**src/core/floppy_ctrl_pkg.sv**
```systemverilog
// constants for the floppy controller host phase sequencer
package floppy_ctrl_pkg;
  // register indices; the byte address is four times the index
  localparam logic [3:0] IX_MSR = 4'h4;
  localparam logic [3:0] IX_DATA = 4'h5;
  localparam logic [3:0] IX_DIRDCR = 4'h7;
  localparam logic [3:0] IX_ISTS = 4'h8;
  localparam logic [3:0] IX_IEN = 4'h9;
  localparam logic [3:0] IX_ICLR = 4'hA;
  localparam logic [3:0] IX_XLEN = 4'hB;
  localparam int ADR_W = 6;
  localparam int ADR_LO = 2;
  // transfer rate codes
  localparam logic [1:0] RATE_500K = 2'h0;
  localparam logic [1:0] RATE_300K = 2'h1;
  localparam logic [1:0] RATE_250K = 2'h2;
  localparam logic [1:0] RATE_1M = 2'h3;
  localparam logic [1:0] RATE_RST = RATE_250K;
  // main status bit positions
  localparam int MSR_RQM = 7;
  localparam int MSR_DIO = 6;
  localparam int MSR_NDMA = 5;
  localparam int MSR_CB = 4;
  // first result status byte fields
  localparam int ST0_CODE_HI = 7;
  localparam int ST0_CODE_LO = 6;
  localparam int ST0_POS = 5;
  localparam int ST0_FAULT = 4;
  localparam int ST0_HEAD = 2;
  localparam logic [1:0] CODE_OK = 2'h0;
  localparam logic [1:0] CODE_ABN = 2'h1;
  localparam logic [1:0] CODE_INV = 2'h2;
  localparam logic [1:0] CODE_POLL = 2'h3;
  // interrupt status bits
  localparam int EV_RES = 0;
  localparam int EV_PACE = 1;
  localparam int EV_SEEK = 2;
  localparam int EV_W = 3;
  // command opcodes (low five bits of the first byte)
  localparam logic [4:0] OP_SPECIFY = 5'h03;
  localparam logic [4:0] OP_WRITE = 5'h05;
  localparam logic [4:0] OP_READ = 5'h06;
  localparam logic [4:0] OP_HOME = 5'h07;
  localparam logic [4:0] OP_SENSE = 5'h08;
  localparam logic [4:0] OP_SEEK = 5'h0F;
  localparam logic [7:0] XLEN_RST = 8'h04;
  typedef enum logic [1:0] {
    PH_CMD = 2'b00,
    PH_EXEC = 2'b01,
    PH_RES = 2'b10
  } phase_t;
endpackage : floppy_ctrl_pkg

```
**src/core/floppy_host_phase_ctrl.sv**
```systemverilog
// host register interface and phase sequencer of the floppy controller
module floppy_host_phase_ctrl (
  input wire logic clk,
  input wire logic rst,
  input wire logic cyc_i,
  input wire logic stb_i,
  input wire logic we_i,
  input wire logic [5:0] adr_i,
  input wire logic [3:0] sel_i,
  input wire logic [31:0] dat_i,
  output logic [31:0] dat_o,
  output logic ack_o,
  input wire logic media_change_pin_n,
  input wire logic track_zero_pin_n,
  output logic [1:0] transfer_rate_sel,
  output logic dma_request_line_n,
  output logic host_interrupt
);

  typedef struct packed {
    floppy_ctrl_pkg::phase_t phase;
    logic [3:0] idx;
    logic [3:0] need;
    logic [2:0] rlen;
    logic xfer;
    logic inv;
    logic [4:0] opc;
    logic [7:0] p1;
    logic [7:0] cyl;
    logic [7:0] st0;
    logic [7:0] left;
    logic [7:0] xlen;
    logic [1:0] rate;
    logic dma;
    logic seek_pend;
    logic pos;
    logic fault;
    logic gap;
    logic ack;
    logic [7:0] rdat;
    logic [2:0] ists;
    logic [2:0] ien;
    logic m1;
    logic m2;
    logic t1;
    logic t2;
  } state_t;

  state_t s_q;
  state_t s_d;
  logic take;
  logic wr;
  logic rd;
  logic [3:0] ix;
  logic request_for_master;
  logic transfer_direction;
  logic busy;
  logic data_wr;
  logic data_rd;
  logic cmd_end;
  logic x_end;
  logic [4:0] op;
  logic [2:0] ev;
  logic [2:0] clr;
  logic [1:0] code;
  logic [7:0] rbyte;
  localparam int ST0_HI = floppy_ctrl_pkg::ST0_CODE_HI;

  // request is withheld for one cycle after every byte, the cycle that carries its acknowledge,
  // so no status read can see the drop; only the dma request line shows it
  assign request_for_master = !s_q.gap;
  assign transfer_direction = s_q.phase == floppy_ctrl_pkg::PH_RES ||
    (s_q.phase == floppy_ctrl_pkg::PH_EXEC &&
     s_q.opc == floppy_ctrl_pkg::OP_READ);
  assign busy = s_q.phase != floppy_ctrl_pkg::PH_CMD || s_q.idx != 4'h0;
  assign take = cyc_i && stb_i && !s_q.ack;
  assign ix = adr_i[5:2];
  assign wr = take && we_i && sel_i[0];
  assign rd = take && !we_i;
  // a data byte moves only when the handshake bits allow it
  assign data_wr = wr && ix == floppy_ctrl_pkg::IX_DATA && request_for_master && !transfer_direction;
  assign data_rd = rd && ix == floppy_ctrl_pkg::IX_DATA && request_for_master && transfer_direction;
  // the opcode byte is only on the bus during a command-phase first write;
  // elsewhere the write data is unrelated and must not steer the decode
  assign op = (s_q.phase == floppy_ctrl_pkg::PH_CMD && s_q.idx == 4'h0) ?
    dat_i[4:0] : s_q.opc;

  // result byte selected by the byte index, one per access
  always_comb
  begin
    if (s_q.idx == 4'h0)
      rbyte = s_q.st0;
    else if (s_q.idx == 4'h1)
      rbyte = s_q.cyl;
    else
      rbyte = 8'h00;
  end

  always_comb
  begin
    s_d = s_q;
    ev = 3'h0;
    clr = 3'h0;
    cmd_end = 1'b0;
    x_end = 1'b0;
    code = floppy_ctrl_pkg::CODE_OK;
    s_d.ack = take;
    s_d.gap = 1'b0;
    // two flops per pin; only the second is looked at
    s_d.m1 = media_change_pin_n;
    s_d.m2 = s_q.m1;
    s_d.t1 = track_zero_pin_n;
    s_d.t2 = s_q.t1;

    // register reads; unmapped indices answer zero
    if (rd)
    begin
      unique case (ix)
        floppy_ctrl_pkg::IX_MSR:
          s_d.rdat = {request_for_master, transfer_direction, !s_q.dma, busy, 4'h0};
        floppy_ctrl_pkg::IX_DATA:
          if (!request_for_master || !transfer_direction)
            s_d.rdat = 8'h00;
          else if (s_q.phase == floppy_ctrl_pkg::PH_RES)
            s_d.rdat = rbyte;
          else
            s_d.rdat = s_q.left;
        floppy_ctrl_pkg::IX_DIRDCR:
          s_d.rdat = {~s_q.m2, 7'h00};
        floppy_ctrl_pkg::IX_ISTS:
          s_d.rdat = {5'h00, s_q.ists};
        floppy_ctrl_pkg::IX_IEN:
          s_d.rdat = {5'h00, s_q.ien};
        floppy_ctrl_pkg::IX_XLEN:
          s_d.rdat = s_q.xlen;
        default:
          s_d.rdat = 8'h00;
      endcase
    end

    // plain register writes; the rate register keeps only two bits
    if (wr)
    begin
      unique case (ix)
        floppy_ctrl_pkg::IX_DIRDCR:
          s_d.rate = dat_i[1:0];
        floppy_ctrl_pkg::IX_IEN:
          s_d.ien = dat_i[2:0];
        floppy_ctrl_pkg::IX_ICLR:
          clr = dat_i[2:0];
        floppy_ctrl_pkg::IX_XLEN:
          s_d.xlen = dat_i[7:0];
        default:
          s_d.ien = s_q.ien;
      endcase
    end

    // command bytes: opcode first, then its parameters in order
    if (data_wr && s_q.phase == floppy_ctrl_pkg::PH_CMD)
    begin
      s_d.gap = 1'b1;
      if (s_q.idx == 4'h0)
      begin
        s_d.opc = dat_i[4:0];
        s_d.inv = 1'b0;
        s_d.xfer = 1'b0;
        s_d.rlen = 3'h0;
        unique case (dat_i[4:0])
          floppy_ctrl_pkg::OP_SPECIFY:
            s_d.need = 4'h2;
          floppy_ctrl_pkg::OP_HOME:
            s_d.need = 4'h1;
          floppy_ctrl_pkg::OP_SEEK:
            s_d.need = 4'h2;
          floppy_ctrl_pkg::OP_SENSE:
          begin
            s_d.need = 4'h0;
            s_d.rlen = 3'h2;
          end
          floppy_ctrl_pkg::OP_READ, floppy_ctrl_pkg::OP_WRITE:
          begin
            s_d.need = 4'h8;
            s_d.xfer = 1'b1;
            s_d.rlen = 3'h7;
          end
          default:
          begin
            s_d.need = 4'h0;
            s_d.inv = 1'b1;
            s_d.rlen = 3'h1;
          end
        endcase
      end
      else if (s_q.idx == 4'h1)
        s_d.p1 = dat_i[7:0];
      else if (s_q.idx == 4'h2 && s_q.opc == floppy_ctrl_pkg::OP_SEEK)
        s_d.cyl = dat_i[7:0];
      // last byte of the set closes the command phase
      // on the opcode byte the stored count is stale; only the new one counts
      if (s_q.idx == 4'h0 ? s_d.need == 4'h0 : s_q.idx == s_q.need)
        cmd_end = 1'b1;
      else
        s_d.idx = s_q.idx + 4'h1;
      if (cmd_end && op == floppy_ctrl_pkg::OP_SPECIFY)
        s_d.dma = !dat_i[0];
      if (cmd_end && (op == floppy_ctrl_pkg::OP_SEEK ||
          op == floppy_ctrl_pkg::OP_HOME))
      begin
        s_d.seek_pend = 1'b1;
        s_d.pos = 1'b1;
        // home is treated as instant: pin still high means no track zero
        s_d.fault = op == floppy_ctrl_pkg::OP_HOME && s_q.t2;
        if (op == floppy_ctrl_pkg::OP_HOME)
          s_d.cyl = 8'h00;
        ev[floppy_ctrl_pkg::EV_SEEK] = 1'b1;
      end
    end

    // execution bytes, either direction, counted down
    if ((data_wr || data_rd) && s_q.phase == floppy_ctrl_pkg::PH_EXEC)
    begin
      s_d.gap = 1'b1;
      s_d.left = s_q.left - 8'h01;
      x_end = s_q.left == 8'h01;
    end

    // result bytes; the last one hands control back to the host
    if (data_rd && s_q.phase == floppy_ctrl_pkg::PH_RES)
    begin
      s_d.gap = 1'b1;
      if (s_q.idx == {1'b0, s_q.rlen} - 4'h1)
      begin
        s_d.phase = floppy_ctrl_pkg::PH_CMD;
        s_d.idx = 4'h0;
      end
      else
        s_d.idx = s_q.idx + 4'h1;
    end

    // advance to execution, result or straight back to command
    if (cmd_end && s_d.xfer && s_q.xlen != 8'h00)
    begin
      s_d.phase = floppy_ctrl_pkg::PH_EXEC;
      s_d.left = s_q.xlen;
      s_d.idx = 4'h0;
    end
    else if (cmd_end || x_end)
    begin
      s_d.idx = 4'h0;
      if (s_d.rlen != 3'h0)
      begin
        s_d.phase = floppy_ctrl_pkg::PH_RES;
        ev[floppy_ctrl_pkg::EV_RES] = 1'b1;
        if (s_d.inv)
          code = floppy_ctrl_pkg::CODE_INV;
        else if (op == floppy_ctrl_pkg::OP_SENSE && !s_q.seek_pend)
          code = floppy_ctrl_pkg::CODE_INV;
        else
          code = floppy_ctrl_pkg::CODE_OK;
        s_d.st0 = 8'h00;
        s_d.st0[ST0_HI:floppy_ctrl_pkg::ST0_CODE_LO] = code;
        if (op == floppy_ctrl_pkg::OP_SENSE)
        begin
          s_d.st0[floppy_ctrl_pkg::ST0_POS] = s_q.pos;
          s_d.st0[floppy_ctrl_pkg::ST0_FAULT] = s_q.fault;
          s_d.seek_pend = 1'b0;
          s_d.pos = 1'b0;
          s_d.fault = 1'b0;
        end
        if (!s_d.inv)
        begin
          s_d.st0[floppy_ctrl_pkg::ST0_HEAD] = s_d.p1[2];
          s_d.st0[1:0] = s_d.p1[1:0];
        end
      end
      else
        s_d.phase = floppy_ctrl_pkg::PH_CMD;
    end

    // in non-dma mode every new execution byte raises an interrupt
    if (s_d.phase == floppy_ctrl_pkg::PH_EXEC && !s_d.dma &&
        (s_d.gap == 1'b0) &&
        (s_q.gap || s_q.phase != floppy_ctrl_pkg::PH_EXEC))
      ev[floppy_ctrl_pkg::EV_PACE] = 1'b1;

    // a new event beats a clear landing in the same cycle
    s_d.ists = (s_q.ists & ~clr) | ev;
  end

  // single register stage for all state
  always_ff @(posedge clk)
  begin
    if (rst)
    begin
      s_q <= '0;
      s_q.phase <= floppy_ctrl_pkg::PH_CMD;
      s_q.rate <= floppy_ctrl_pkg::RATE_RST;
      s_q.xlen <= floppy_ctrl_pkg::XLEN_RST;
      s_q.m1 <= 1'b1;
      s_q.m2 <= 1'b1;
      s_q.t1 <= 1'b1;
      s_q.t2 <= 1'b1;
    end
    else
      s_q <= s_d;
  end

  // data and acknowledge come straight from flops
  assign dat_o = {24'h000000, s_q.rdat};
  assign ack_o = s_q.ack;
  assign transfer_rate_sel = s_q.rate;
  // dma pacing holds the request low while a byte is wanted
  assign dma_request_line_n = !(s_q.phase == floppy_ctrl_pkg::PH_EXEC &&
    s_q.dma && request_for_master);
  assign host_interrupt = |(s_q.ists & s_q.ien);

  // request and direction pair as the host sees it
  function automatic logic [1:0] main_bits();
    main_bits = {request_for_master, transfer_direction};
  endfunction : main_bits
endmodule : floppy_host_phase_ctrl

```
**config.mk**
```make
export PLATFORM = sky130hd
export DESIGN_NAME = floppy_host_phase_ctrl
export DESIGN_NICKNAME = d
export VERILOG_FILES = /design/src/core/floppy_ctrl_pkg.sv /design/src/core/floppy_host_phase_ctrl.sv
export SDC_FILE = /design/constraint.sdc
export NUM_CORES = 1
export LEC_CHECK = 0
export BUFFER_PORTS_ARGS = -buffer_cell sky130_fd_sc_hd__buf_2
export CAP_MARGIN = 15
export CELL_PAD_IN_SITES_DETAIL_PLACEMENT = 0
export CELL_PAD_IN_SITES_GLOBAL_PLACEMENT = 1
export CORE_MARGIN = 2
export CORE_UTILIZATION = 41
export DETAILED_ROUTE_END_ITERATION = 12
export PLACE_DENSITY_LB_ADDON = 0.1
export SYNTH_ARGS = -nofsm -noshare
export SYNTH_HDL_FRONTEND = slang
export SYNTH_SLANG_ARGS = --single-unit
```
**constraint.sdc**
```tcl
create_clock -name clk -period 3.4 [get_ports clk]
set_clock_uncertainty 0.15 [all_clocks]
set_input_delay 0.17 -clock clk [delete_from_list [all_inputs] [get_ports clk]]
set_output_delay 0.17 -clock clk [all_outputs]
set_load 0.01 [all_outputs]
```
==> run_results.csv <==
group,metric,value,unit
outcome,run_status,"finished clean",
cts,cts_sinks,79,
logic_synthesis,ys_ff_latch,79,
layout,ff_latch_area,1582,sq um
logic_synthesis,syn_area_per_cell,8.338,sq um
sta,fmax,330.9,MHz
grt,globalRoute.busiestLayer,"met1",
routing,dr.first_iter.drc_count,214,
logic_synthesis,synth-seq-area-share,0.3579,
logic_synthesis,synth-edff-count,0,
cts,ctsResizeCount,0,
logic_synthesis,ys_top_cells_by_count,"79 x dfxtp_1, 62 x nor2_1, 47 x nand2_1, 35 x a21oi_1, 34 x buf_4",
logic_synthesis,synth.area.top_cells,"dfxtp_1 36%, mux2i_1 7.2%, buf_4 5.8%",
place,place.port_buffers,32,
place,post-dp-hpwl,8956,microns
worst_setup_path,critPathCaptureType,"register",
cts,clkSlewWorstSetupHoldPaths,0.08,ns
run,max-cap-violations,0,
power,cellLeakagePower,1.921,nW
logic_synthesis,syn_area,4419,sq um
floorplan,chipWidth,107.8,microns
logic_synthesis,yosysTopAreaCellShare,0.3579,
layout,antenna-diode-count,0,
routing,routed_wl,11950,microns
cts,cts.path.max_buffers,2,
sta,fin_crit,3.022,ns
layout,nFillCells,1044,
sta,timing_max_transition_violations_final,0,
logic_synthesis,yosys.area.top_type,"dfxtp_1",
sta,finalCritPeriodShare,0.8888,
logic_synthesis,synth_flop_cell,"dfxtp_1",
place,place_ws,0.3982,ns
grt,grt_use_met1,0.3219,
logic_synthesis,synth-warning-count,0,
sta,worst_slew_margin_rel,0.3609,
grt,grt_max_degree,50,
logic_synthesis,yosysMostFrequentCell,"dfxtp_1",
grt,global_route_wire_length_before_repair,18840,microns
layout,multi_input_area,2487,sq um
floorplan,starting_utilization_of_the_core_area,0.4243,
floorplan,row_count,37,
layout,fin_nets,611,
routing,drt_drc_violations_left,0,
grt,groute.layer.met3.usage,0.02906,
floorplan,die_outline_area,11630,sq um
routing,routedWlPerCell,17.18,microns
worst_setup_path,critPathLaunchType,"register",
sta,timing.hold.ws,0.02710,ns
power,irDropWorstVdd,0.2717,mV
routing,detail_route.first_pass.iterations,5,
min_path,hold_class,"in2reg",
sta,finalWorstSetupSlack,0.3781,ns
routing,detail-route-antenna-nets,0,
place,final_weighted_congestion_in_routability_driven_placement,0.8814,
cts,cts.repair_timing.setup_buffer_count,0,
cts,htree_num_levels,3,
sta,slew_at_the_pin_closest_to_its_max_slew_limit,0.9534,ns
floorplan,ioPinCount,86,
layout,drive_gt1_frac,0.1411,
sta,report.final.hold_viol_count,0,
cts,cts_buffers,9,
logic_synthesis,synthCells,530,
logic_synthesis,ys_types,68,
worst_setup_path,required,3.49,ns
sta,rsz0062_at_grt,"no",
worst_setup_path,worst_ep_arrival_time,3.11,ns
cts,clock_tree_from_tritoncts,"built",
sta,finish_stage_setup_viols,0,
sta,setup_total_negative_slack,0,ns
routing,vias,3793,
grt,antenna_found_initial,0,
cts,cts_root_buf,"clkbuf_8",
worst_setup_path,path_max_fanout,7,
logic_synthesis,async_flop_share,0,
floorplan,fp.dieH,107.8,microns
grt,grt_use_total,0.2163,
worst_setup_path,criticalPathCategory,"reg2reg",
grt,first_global_vias,3354,
grt,use_met2,0.3149,
cts,clock_insertion_delay_worst_skew,0.35,ns
floorplan,placeableCoreArea,10420,sq um
power,cellPowerDensity,378.0,nW/um^2
grt,gr-total-overflow,0,
routing,post_drt_via_cell_ratio,5.450,
power,fin_total_pwr,1.841,mW
layout,area_delta_synth_final,10.19,%
sequential cells by signal (all words and copies together), names as in the netlist:
register and count:
transfer_rate_sel 2, s_q 66, s_d 2, ack_o 1, dat_o 8
layout by cell type (no fill, tap or decap), types with 6 or more instances in the layout:
cell	count
clkbuf_8	10
nand3b_1	7
o21ai_0	15
nor2b_1	12
dfxtp_1	79
dlygate4sd3_1	8
ha_1	7
nor3_1	13
xor2_1	6
nand3_1	11
conb_1	24
nor2_1	62
nand2_1	47
mux2i_1	32
nand4_1	6
a211oi_1	10
buf_4	12
or4_1	6
nand2b_1	9
xnor2_1	12
a221oi_1	9
buf_2	32
a21oi_1	35
inv_1	19
cells by family after synthesis:
| kind of cell | Yosys count | synth area share |
|---|---|---|
| adder cells (fa/ha/maj) | 8 | 0.02208 |
| buffers and inverters | 80 | 0.09881 |
| flip-flops | 79 | 0.3579 |
| multiplexers | 38 | 0.08947 |
| AND/OR/NAND/NOR | 204 | 0.2384 |
| XOR/XNOR | 18 | 0.03567 |
| AO/OA/AOI/OAI | 102 | 0.1569 |
| other | 1 | 0.0008486 |
power by group:
group,leakage (nW),internal (mW),switching (mW)
Clock,0.117,0.439,0.359
Sequential,0.637,0.928,0.00179
Combinational,1.17,0.0376,0.0756
metal layers:
| layer | vias up | routed length (microns) |
|---|---|---|
| li1 | 1865 | - |
| met1 | 1808 | 6100 |
| met2 | 106 | 5130 |
| met3 | 14 | 539 |
| met4 | 0 | 183 |
| met5 | - | 0 |
timing repair:
item	in CTS	in global routing
setup endpoints to repair	0	0
hold buffers	8	0
hold endpoints to repair	10	0
area by class of cell:
| cell class | instances | area share |
|---|---|---|
| multi-input cells | 394 | 0.5108 |
| repair buffers | 52 | 0.06783 |
| inverters | 19 | 0.01465 |
| clock inverters | 6 | 0.01876 |
| clock buffers | 10 | 0.02826 |
| well taps | 136 | 0.03494 |
| flip-flops and latches | 79 | 0.3248 |
critical path, stage by stage (launching register included):
cell and delay, ns:
dfxtp_1 0.40, inv_1 0.12, ha_1 0.23, or3b_4 0.41, nor3_4 0.30, nand3_2 0.22, a2111o_1 0.53, o211a_2 0.21
mux2_1 0.33
worst paths after layout:
| path | start | to | slack [ns] | depth (start not counted) |
|---|---|---|---|---|
| worst min-delay path | dat_i[4] | s_q[70] | 0.03 | 3 |
| worst min register to register | s_d[0] | s_q[0] | 0.26 | 1 |
| worst max-delay path | s_q[80] | s_q[44] | 0.38 | 8 |
| worst max register to register | s_q[80] | s_q[44] | 0.38 | 8 |
through the flow:
step / area (sq um) / util / cells
2_1_floorplan: 4506 / - / 553
3_3_place_gp: 4561 / 0.4378 / 672
6_report: 4870 / 0.4675 / 696
5_1_grt: 4870 / 0.4675 / 696
3_5_place_dp: 4561 / 0.4378 / 672
4_1_cts: 4870 / 0.4675 / 696
Note: power is estimated with default switching activity, not from simulation.
